File: src/core/gsccr_pkg.sv
// gsccr_pkg: register map, field positions and reset values of the pin, strap and clock bank
// assumes: 32-bit avalon-mm data, each byte-wide register in the low lane of its own word
package gsccr_pkg;
	// register indices, byte address is four times the index
	localparam logic [4:0] DIR_LOW_IDX = 5'h04;
	localparam logic [4:0] DIR_HIGH_IDX = 5'h05;
	localparam logic [4:0] LEVEL_LOW_IDX = 5'h08;
	localparam logic [4:0] LEVEL_HIGH_IDX = 5'h09;
	localparam logic [4:0] STRAP_IDX = 5'h0c;
	localparam logic [4:0] MEM_CLK_IDX = 5'h10;
	localparam logic [4:0] PIX_CLK_IDX = 5'h14;

	// pin counts and field layout
	localparam int PIN_COUNT = 13;
	localparam int LOW_PINS = 8;
	localparam int HIGH_PINS = 5;
	localparam int SHARED_PIN = 12;
	localparam int STRAP_MEDIA_BIT = 7;
	localparam int MEM_DIV_BIT = 4;
	localparam int MEM_SRC_LSB = 0;
	localparam int PIX_DIV_LSB = 4;
	localparam int PIX_SRC_LSB = 0;

	// reset values
	localparam logic [7:0] DIR_LOW_RST = 8'h00;
	localparam logic [4:0] DIR_HIGH_RST = 5'h00;
	localparam logic [12:0] LEVEL_RST = 13'h0000;
	localparam logic [7:0] STRAP_RST = 8'h00;
	localparam logic [12:0] OE_N_RST = 13'h1fff;
	localparam logic [1:0] SRC_RST = 2'h0;
	localparam logic [1:0] PIX_DIV_RST = 2'h0;
	localparam logic MEM_DIV_RST = 1'b0;

	// source codes
	localparam logic [1:0] SRC_PRIMARY = 2'h0;
	localparam logic [1:0] SRC_HOST_BUS = 2'h1;
	localparam logic [1:0] SRC_ALT = 2'h2;
	localparam logic [1:0] SRC_LAST = 2'h3;
endpackage : gsccr_pkg

File: src/core/gsccr_tick_div.sv
// gsccr_tick_div: divides a stream of one-cycle enable pulses by ratio_m1_i + 1
// assumes: one clock, synchronous active-low reset, ratio may change at any time
`timescale 1ns/100ps
`default_nettype none
module gsccr_tick_div (
	// clock and reset
	input wire logic core_clk_i,
	input wire logic rst_n_i,
	// pulse stream
	input wire logic tick_i,
	input wire logic [1:0] ratio_m1_i,
	output logic tick_o
);
	logic [1:0] count;
	wire last_tick = (count >= ratio_m1_i); // a lowered ratio ends the period at once
	wire [1:0] next_count = last_tick ? 2'h0 : 2'(count + 2'h1);

	// count source pulses and pass every (ratio_m1_i + 1)th one
	always_ff @(posedge core_clk_i) begin
		if (!rst_n_i) begin
			count <= 2'h0;
			tick_o <= 1'b0;
		end else begin
			tick_o <= tick_i && last_tick;
			if (tick_i) begin
				count <= next_count;
			end
		end
	end
endmodule : gsccr_tick_div
`default_nettype wire

File: src/core/gsccr_regs.sv
// gsccr_regs: pin direction and level, strap snapshot and clock selection registers
// assumes: avalon-mm slave with waitrequest on core_clk_i; pins, straps and clock
// source enables are synchronous to core_clk_i; clock sources arrive as enable pulses
//
// How it works
// - direction bits 7..0 of the low direction register make pins 0..7 outputs when 1.
// - direction bits 4..0 of the high direction register make pins 8..12 outputs when 1.
// - all direction bits clear at reset so every pin starts as an input.
// - an output pin is driven to the value written to its level bit.
// - reading a level bit of an input pin returns the sampled pin state.
// - strap bit seven caught after reset gives pin 12 to the media port power enable.
// - while pin 12 belongs to the media port, its direction and level bits do not reach it.
// - all eight straps are caught once after reset release and read back unchanged.
// - memory clock divide bit set halves the chosen memory clock source.
// - memory clock source 0 is primary, 1 host bus, 2 third input, 3 gives no clock.
// - pixel divide field 0..3 divides the pixel source by 1..4.
// - pixel source 0 is primary, 1 host bus, 2 second input, 3 the memory clock.
//
// Chosen here: the Avalon-MM slave port.
`timescale 1ns/100ps
`default_nettype none
module gsccr_regs #(
	parameter int ADDR_W = 7
) (
	// clock and reset
	input wire logic core_clk_i,
	input wire logic rst_n_i,
	// avalon-mm slave
	input wire logic [ADDR_W-1:0] avs_address_i,
	input wire logic avs_read_i,
	input wire logic avs_write_i,
	input wire logic [31:0] avs_writedata_i,
	input wire logic [3:0] avs_byteenable_i,
	output logic [31:0] avs_readdata_o,
	output logic avs_waitrequest_o,
	// general-purpose pins
	input wire logic [12:0] pin_in_i,
	output logic [12:0] pin_out_o,
	output logic [12:0] pin_oe_n_o,
	// straps and media port
	input wire logic [7:0] strap_inputs_i,
	input wire logic media_port_power_enable_i,
	// clock source enables
	input wire logic primary_clock_input_i,
	input wire logic second_clock_input_i,
	input wire logic third_clock_input_i,
	input wire logic host_bus_clock_i,
	// derived clock enables
	output logic memory_clock_en_o,
	output logic panel_pixel_clock_o
);
	// register state
	logic [7:0] dir_low;
	logic [4:0] dir_high;
	logic [12:0] level;
	logic [7:0] strap;
	logic strap_taken;
	logic mem_div;
	logic [1:0] mem_src;
	logic [1:0] pix_div;
	logic [1:0] pix_src;

	// pick one pulse stream out of four
	function automatic logic pick_tick(input logic [1:0] sel, input logic [3:0] ticks);
		pick_tick = ticks[sel];
	endfunction : pick_tick

	// true for the seven mapped register indices
	function automatic logic reg_hit(input logic [4:0] i);
		reg_hit = (i == gsccr_pkg::DIR_LOW_IDX) || (i == gsccr_pkg::DIR_HIGH_IDX) ||
			(i == gsccr_pkg::LEVEL_LOW_IDX) || (i == gsccr_pkg::LEVEL_HIGH_IDX) ||
			(i == gsccr_pkg::STRAP_IDX) || (i == gsccr_pkg::MEM_CLK_IDX) ||
			(i == gsccr_pkg::PIX_CLK_IDX);
	endfunction : reg_hit

	// bus decode, one wait cycle then the access completes
	wire req = avs_read_i || avs_write_i;
	wire done = req && !avs_waitrequest_o;
	wire [4:0] idx = avs_address_i[6:2];
	wire wr_lane = done && avs_write_i && avs_byteenable_i[0];
	wire [7:0] wdata = avs_writedata_i[7:0];
	wire wr_dir_low = wr_lane && (idx == gsccr_pkg::DIR_LOW_IDX);
	wire wr_dir_high = wr_lane && (idx == gsccr_pkg::DIR_HIGH_IDX);
	wire wr_level_low = wr_lane && (idx == gsccr_pkg::LEVEL_LOW_IDX);
	wire wr_level_high = wr_lane && (idx == gsccr_pkg::LEVEL_HIGH_IDX);
	wire wr_mem = wr_lane && (idx == gsccr_pkg::MEM_CLK_IDX);
	wire wr_pix = wr_lane && (idx == gsccr_pkg::PIX_CLK_IDX);

	// pin view and ownership of the shared pin
	wire [12:0] dir = {dir_high, dir_low};
	wire media_owns = strap_taken && strap[gsccr_pkg::STRAP_MEDIA_BIT];
	wire [12:0] level_view = (pin_in_i & ~dir) | (level & dir);

	// read multiplexer, unused bits and addresses give zero
	wire [7:0] rd_dir_low = dir_low;
	wire [7:0] rd_dir_high = {3'h0, dir_high};
	wire [7:0] rd_level_low = level_view[7:0];
	wire [7:0] rd_level_high = {3'h0, level_view[12:8]};
	wire [7:0] rd_mem = {3'h0, mem_div, 2'h0, mem_src};
	wire [7:0] rd_pix = {2'h0, pix_div, 2'h0, pix_src};
	wire [7:0] rd_byte =
		(idx == gsccr_pkg::DIR_LOW_IDX) ? rd_dir_low :
		(idx == gsccr_pkg::DIR_HIGH_IDX) ? rd_dir_high :
		(idx == gsccr_pkg::LEVEL_LOW_IDX) ? rd_level_low :
		(idx == gsccr_pkg::LEVEL_HIGH_IDX) ? rd_level_high :
		(idx == gsccr_pkg::STRAP_IDX) ? strap :
		(idx == gsccr_pkg::MEM_CLK_IDX) ? rd_mem :
		(idx == gsccr_pkg::PIX_CLK_IDX) ? rd_pix : 8'h00;
	wire [31:0] next_readdata = {24'h000000, rd_byte};

	// pin drive, shared pin handed to the media port when the strap says so
	wire [12:0] next_pin_out = media_owns ?
		{media_port_power_enable_i, level[11:0]} : level;
	wire [12:0] next_pin_oe_n = media_owns ? {1'b0, ~dir[11:0]} : ~dir;

	// clock source selection
	wire mem_src_tick = pick_tick(mem_src,
		{1'b0, third_clock_input_i, host_bus_clock_i, primary_clock_input_i});
	wire pix_src_tick = pick_tick(pix_src,
		{memory_clock_en_o, second_clock_input_i, host_bus_clock_i,
		primary_clock_input_i});

	// bus handshake and read data
	always_ff @(posedge core_clk_i) begin
		if (!rst_n_i) begin
			avs_waitrequest_o <= 1'b1;
			avs_readdata_o <= 32'h00000000;
		end else begin
			avs_waitrequest_o <= !(req && avs_waitrequest_o);
			if (req && avs_waitrequest_o) begin
				avs_readdata_o <= next_readdata;
			end
		end
	end

	// direction and level registers
	always_ff @(posedge core_clk_i) begin
		if (!rst_n_i) begin
			dir_low <= gsccr_pkg::DIR_LOW_RST;
			dir_high <= gsccr_pkg::DIR_HIGH_RST;
			level <= gsccr_pkg::LEVEL_RST;
		end else begin
			if (wr_dir_low) dir_low <= wdata;
			if (wr_dir_high) dir_high <= wdata[4:0];
			if (wr_level_low) level[7:0] <= wdata;
			if (wr_level_high) level[12:8] <= wdata[4:0];
		end
	end

	// strap snapshot taken on the first edge after reset release
	always_ff @(posedge core_clk_i) begin
		if (!rst_n_i) begin
			strap <= gsccr_pkg::STRAP_RST;
			strap_taken <= 1'b0;
		end else if (!strap_taken) begin
			strap <= strap_inputs_i;
			strap_taken <= 1'b1;
		end
	end

	// clock configuration registers
	always_ff @(posedge core_clk_i) begin
		if (!rst_n_i) begin
			mem_div <= gsccr_pkg::MEM_DIV_RST;
			mem_src <= gsccr_pkg::SRC_RST;
			pix_div <= gsccr_pkg::PIX_DIV_RST;
			pix_src <= gsccr_pkg::SRC_RST;
		end else begin
			if (wr_mem) begin
				mem_div <= wdata[gsccr_pkg::MEM_DIV_BIT];
				mem_src <= wdata[gsccr_pkg::MEM_SRC_LSB +: 2];
			end
			if (wr_pix) begin
				pix_div <= wdata[gsccr_pkg::PIX_DIV_LSB +: 2];
				pix_src <= wdata[gsccr_pkg::PIX_SRC_LSB +: 2];
			end
		end
	end

	// registered pin outputs
	always_ff @(posedge core_clk_i) begin
		if (!rst_n_i) begin
			pin_out_o <= gsccr_pkg::LEVEL_RST;
			pin_oe_n_o <= gsccr_pkg::OE_N_RST; // every pin released while in reset
		end else begin
			pin_out_o <= next_pin_out;
			pin_oe_n_o <= next_pin_oe_n;
		end
	end

	// memory clock: source halved or passed through
	gsccr_tick_div u_mem_div (
		.core_clk_i(core_clk_i),
		.rst_n_i(rst_n_i),
		.tick_i(mem_src_tick),
		.ratio_m1_i({1'b0, mem_div}),
		.tick_o(memory_clock_en_o)
	);

	// panel pixel clock: source divided by one to four
	gsccr_tick_div u_pix_div (
		.core_clk_i(core_clk_i),
		.rst_n_i(rst_n_i),
		.tick_i(pix_src_tick),
		.ratio_m1_i(pix_div),
		.tick_o(panel_pixel_clock_o)
	);
endmodule : gsccr_regs
`default_nettype wire

File: config.mk
export PLATFORM = sky130hd
export DESIGN_NAME = gsccr_regs
export DESIGN_NICKNAME = d
export VERILOG_FILES = /design/src/core/gsccr_pkg.sv /design/src/core/gsccr_tick_div.sv /design/src/core/gsccr_regs.sv
export SDC_FILE = /design/constraint.sdc
export NUM_CORES = 1
export LEC_CHECK = 0
export BUFFER_PORTS_ARGS = -buffer_cell sky130_fd_sc_hd__buf_2
export CAP_MARGIN = 20
export CORE_MARGIN = 2
export CORE_UTILIZATION = 50
export DETAILED_ROUTE_END_ITERATION = 6
export GPL_ROUTABILITY_DRIVEN = 0
export PLACE_DENSITY = 0.8
export SLEW_MARGIN = 30
export SYNTH_ARGS = -nofsm -noshare
export SYNTH_HDL_FRONTEND = slang
export SYNTH_SLANG_ARGS = --single-unit
export TNS_END_PERCENT = 50
File: constraint.sdc
create_clock -name core_clk_i -period 1.8 [get_ports core_clk_i]
set_input_delay 0.18 -clock core_clk_i [delete_from_list [all_inputs] [get_ports core_clk_i]]
set_output_delay 0.18 -clock core_clk_i [all_outputs]
set_load 0.05 [all_outputs]
### Word level (Yosys, flattened, before mapping)

Cells that the tools add are included.
Widths: inputs -> output; s select.

| cells by class | value |
|---|---|
| muxes and demuxes | 16 |
| add/subtract/negate cells | 2 |
| equality and inequality tests | 7 |
| order comparisons | 4 |
| bitwise gates (word level) | 5 |
| reductions and logical operators | 16 |

Operators by type and width:

| kind | count |
|---|---|
| $mux 8 | 5 |
| $and 13x13->13 | 2 |
| $mux 13 | 2 |
| $eq 5x4->1 const B | 3 |
| $logic_and 1x1->1 | 13 |
| $not 13->13 | 1 |
| $or 13x13->13 | 1 |
| $mux 6 | 2 |
| $not 12->12 | 1 |
| $eq 5x3->1 const B | 2 |
| $eq 5x5->1 const B | 2 |
| $lt 2x3->1 const B | 2 |
| $add 2x1->2 const B | 2 |
| $bmux 1 s2 | 2 |
| $mux 2 | 2 |
| $mux 1 | 3 |
| $ge 2x1->1 | 1 |
| $ge 2x2->1 | 1 |
| $logic_not 1->1 | 2 |
| $logic_or 1x1->1 | 1 |

| storage, ports and cells | value |
|---|---|
| output and inout bits | 61 |
| logic and storage cells | 68 |
| input bits | 73 |
| bits in registers | 83 |

### Logic depth before layout (Yosys ltp)

| logic depth | value |
|---|---|
| depth after elaboration | 8 |
| depth in mapped cells | 7 |
| gate-level depth less buffers | 7 |

### Cells and area by module

From an unflattened synthesis, not the netlist that was laid out.

| unflattened totals | value |
|---|---|
| cell total of the unflattened synthesis | 382 |
| area total of the unflattened synthesis | 3,814.9 um^2 |

By module, submodules not included:

| module | area each (um^2) | cells an instance | seq. area each (um^2) | instances |
|---|---|---|---|---|
| gsccr_regs | 3,462.1 | 340 | 1,541.5 | 1 |
| gsccr_tick_div | 176.4 | 21 | 60.1 | 2 |

### Worst setup path after synthesis

No wires, ideal clock.

| path | value |
|---|---|
| kind | register to register |
| from | register avs_waitrequest_o |
| to | register avs_readdata_o[4] |
| required time | 1.675 ns |
| library setup time | 0.125 ns |
| period minus slack after synthesis | 1.596 ns |
| path buffers | 0 |
| slack | 0.204 ns |
| data arrival time | 1.471 ns |
| stages on the path, launching flop included | 5 |
| path through | dfxtp_1 > o21ai_1 > a221oi_1 > o31a_1 > a211oi_2 |

| on the way | value |
|---|---|
| word-level cells in the longest chain between the ends | 1 |

Ends and longest elaborated chain:

| element | line | text |
|---|---|---|
| from (decl) | gsccr_regs.sv:35 | `output logic avs_waitrequest_o,` |
| from (signal assigned) | gsccr_regs.sv:129 | `avs_waitrequest_o <= !(req && avs_waitrequest_o);` |
| $logic_and 1x1->1 | gsccr_regs.sv:130 | `if (req && avs_waitrequest_o) begin` |
| to (signal assigned) | gsccr_regs.sv:131 | `avs_readdata_o <= next_readdata;` |
| to (decl) | gsccr_regs.sv:34 | `output logic [31:0] avs_readdata_o,` |

Every way passes these cells.
A chain may end at the register's enable or synchronous reset.

### Final worst setup path

| path | value |
|---|---|
| from | register dir_high[0] |
| to | register avs_readdata_o[0] |

| on the way | value |
|---|---|
| word-level cells in the longest chain between the ends | 7 |
| elaborated cells between the ends (all ways) | 8 |
| those cells by class | 4 x mux; 4 x bitwise |

Ends and longest elaborated chain:

| element | line | text |
|---|---|---|
| from (decl) | gsccr_regs.sv:54 | `logic [4:0] dir_high;` |
| from (signal assigned) | gsccr_regs.sv:140 | `dir_high <= gsccr_pkg::DIR_HIGH_RST;` |
| from (signal assigned) | gsccr_regs.sv:144 | `if (wr_dir_high) dir_high <= wdata[4:0];` |
| $not 13->13 | gsccr_regs.sv:92 | `wire [12:0] level_view = (pin_in_i & ~dir) \| (level & dir);` |
| $and 13x13->13 | gsccr_regs.sv:92 |  |
| $or 13x13->13 | gsccr_regs.sv:92 |  |
| $mux 8 | gsccr_regs.sv:105 | `(idx == gsccr_pkg::LEVEL_HIGH_IDX) ? rd_level_high :` |
| $mux 8 | gsccr_regs.sv:104 | `(idx == gsccr_pkg::LEVEL_LOW_IDX) ? rd_level_low :` |
| $mux 8 * | gsccr_regs.sv:103 | `(idx == gsccr_pkg::DIR_HIGH_IDX) ? rd_dir_high :` |
| $mux 8 * | gsccr_regs.sv:102 | `(idx == gsccr_pkg::DIR_LOW_IDX) ? rd_dir_low :` |

Mark *: on every way between the ends. The rest lies on a longest branch, timed or not.

==> results by group <==
Power
  – PwrDens: 839 nW/um^2
  – VDD IR max: 0.000400 V
  – Lkg Pwr: 0.00183 uW
  – Tot Pwr: 3720 uW

Finish
  – Fill count: 624
  – Share of layout cells above drive strength 1: 26.2%
  – ANT cells: 0
  – Nets@finish: 559
  – P&R area growth vs syn: 18.8%
  – Post-layout utilization of the core: 61.2%

Critical path
  – Critical Path Start Type: flop
  – Critical R2R Launch: dir_high[0]$_SDFFE_PN0P_
  – Worst EP required: 2.05 ns
  – Reg2Reg Depth: 5
  – Flop-to-flop setup slack: 0.18 ns
  – Worst-path maximum fanout: 4
  – Worst Path Arrival: 1.86 ns
  – CP endpoint kind: flop
  – Critical path class: reg2reg
  – Worst R2R End: avs_readdata_o[0]$_SDFFE_PN0P_

Hold path
  – Hold depth: 3
  – Hold_sp: media_port_power_enable_i
  – Worst Hold Path EP: pin_out_o[12]$_SDFF_PN0_
  – Hold Crit Class: in2reg

Floorplan
  – Core Area: 7250 sq um
  – Top Ports: 134
  – Die Width: 90.4 um
  – Initial Util: 51.5%
  – # rows: 31
  – Die Footprint: 8180 sq um
  – Die Span Y: 90.4 um

Synthesis
  – Most common cell in the synthesized netlist: dfxtp_1
  – Synth Cell Area: 3740 sq um
  – Top-area cell type share of the netlist area: 44.5%
  – Cell variety after synth: 51
  – #FFs+latches synth: 83
  – Gate count of the mapped netlist: 393
  – Syn Area/Cell: 9.51 sq um
  – Post-synth top flop: dfxtp_1
  – Top cell type by total area after synthesis: dfxtp_1
  – Synth top cells by count: dfxtp_1, nand2_1, mux2i_1
  – Async set-reset flop share out of synthesis: 0%
  – Number of synthesized flops with an enable pin: 0
  – Area contributors post-synth: dfxtp_1, mux2i_1, nor2b_1
  – Seq/Total Area, Yosys: 44.5%
  – Total of warnings raised by yosys: 0

Clock tree
  – CTS Buf Count: 9
  – Post_cts resized: 0
  – Post-CTS Setup Inserts: 0
  – CTS Buffer Depth: 2
  – CTS tree: done
  – Hold Buf Count CTS: 0
  – Clock Root Buffer: clkbuf_8
  – Worst-Skew Late Latency: 0.36 ns
  – Reg clk slew, reported paths: 0.09 ns
  – H-tree Lvls: 3
  – TritonCTS Sinks: 83

Global route
  – Largest net degree at the start of global routing: 37
  – Initial antenna violation count: 0
  – GR Util All Layers: 20.6%
  – First-pass GRT wire length: 13.4 mm
  – Gr ovfl total: 0
  – Vias in the first global route: 2794

Route
  – Routed Antenna Nets: 0
  – Overall routed net length: 8.37 mm
  – DR vias/cell: 5.22
  – DRT Pass-1 Iters: 4
  – Initial DRC count: 176
  – Routed wire length per instance: 14.3 um
  – DRC: 0
  – Number of vias in the routed layout: 3063

Timing
  – Hold Vio Cnt, Final: 0
  – Crit share post-route: 89.8%
  – Min cycle time layout: 1.62 ns
  – Worst-margin pin slew: 0.515 ns
  – Final setup vio count: 0
  – Hold WS: 0.0688 ns
  – Slew HR: 65.7%
  – Max Freq: 619 MHz
  – Fin worst setup slack: 0.184 ns
  – Sum Neg Setup Slack: 0 ns
  – Clk_skew: 0.0121 ns
  – RSZ-0062 raised after global routing: false
  – Slew Limit Fails: 0

Placement
  – Pre-CTS worst setup slack: 0.0679 ns
  – DP Wirelength: 6.22 mm
  – # port buffers: 80

Status
  – Status: finished clean

Run
  – Max_cap viols: 0
## cells by family (layout without fill, tap and decap cells)
kind of cell	Yosys count	in the layout	synth area share, %
fa+ha+maj	3	3	1.00
simple gates	143	143	20.5
buf+inv	52	124	8.34
flops	83	83	44.5
mux	42	42	11.7
other cells	1	24	0.100
compound gates	69	69	13.9
## placed cells by master, fill, tap and decap left out, types with 4 or more instances in the layout
| cell type | netlist | layout |
|---|---|---|
| mux2i_1 | 39 | 39 |
| nor2_1 | 13 | 13 |
| o21ai_0 | 7 | 7 |
| nand2_1 | 44 | 44 |
| a21o_1 | 4 | 4 |
| and2_1 | 13 | 13 |
| buf_2 | 9 | 80 |
| nor2b_1 | 31 | 31 |
| a221oi_1 | 5 | 5 |
| buf_4 | 24 | 23 |
| a21oi_1 | 6 | 6 |
| clkbuf_8 | 0 | 10 |
| nand3_1 | 18 | 18 |
| a21boi_1 | 9 | 9 |
| conb_1 | 1 | 24 |
| dfxtp_1 | 83 | 83 |
| a21boi_0 | 11 | 11 |
| inv_1 | 5 | 5 |
## metal layers
metal	track usage, %	vias to the layer above	wire, um
met5	0	-	0
met4	7.31	0	142
met3	5.93	12	557
met2	32.5	113	4070
met1	26.9	1442	3610
li1	-	1496	-
## area by class of cell
| type | instances | area (sq um) | share of cell area (%) |
|---|---|---|---|
| multi-input combinational | 281 | 1850 | 41.7 |
| sequential | 83 | 1660 | 37.5 |
| timing repair buffer | 103 | 573 | 12.9 |
| clock buffer | 10 | 138 | 3.10 |
| tap | 99 | 124 | 2.79 |
| clock inverter | 6 | 72.6 | 1.64 |
| inverter | 5 | 18.8 | 0.423 |
## critical path, stage by stage, from the launching register on
cell      delay (ns)
dfxtp_1         0.41
mux2_2          0.38
or2_2           0.27
a222oi_1        0.23
a2111o_1        0.16
a21oi_1         0.06
## through the flow
step / cell area (sq um) / std cells
final: 4440 / 587
after global routing: 4440 / 587
after CTS: 4440 / 587
after detailed placement: 4230 / 571
after global placement: 4230 / 571
after floorplan: 3820 / 416
## worst max-delay path by stage
stage / start / to / slack (ns)
floorplan: avs_waitrequest_o$_SDFF_PN1_ / avs_readdata_o[4]$_SDFFE_PN0P_ / 0.20
CTS: dir_high[0]$_SDFFE_PN0P_ / avs_readdata_o[0]$_SDFFE_PN0P_ / 0.17
detailed placement: avs_address_i[4] / dir_high[0]$_SDFFE_PN0P_ / 0.07
global placement: avs_address_i[4] / dir_low[7]$_SDFFE_PN0P_ / 0.15
global route: u_pix_div.count[0]$_SDFFE_PN0N_ / u_pix_div.count[1]$_SDFFE_PN0N_ / 0.02
finish: dir_high[0]$_SDFFE_PN0P_ / avs_readdata_o[0]$_SDFFE_PN0P_ / 0.18
## registers in the layout, summed over array words and instances, names as in the netlist
register and count:
level 13, pin_oe_n_o 13, pin_out_o 13, avs_readdata_o 8
dir_low 8, strap 8, dir_high 5, mem_src 2
pix_div 2, pix_src 2, u_mem_div.count 2, u_pix_div.count 2
avs_waitrequest_o 1, mem_div 1, strap_taken 1, u_mem_div.tick_o 1
u_pix_div.tick_o 1
## report_power, final
part           internal [uW]  switching, uW  total, uW
logic                    139            316        455
registers               1860           20.7       1880
clock network            690            692       1380
Note: power is estimated with default switching activity, not from simulation.
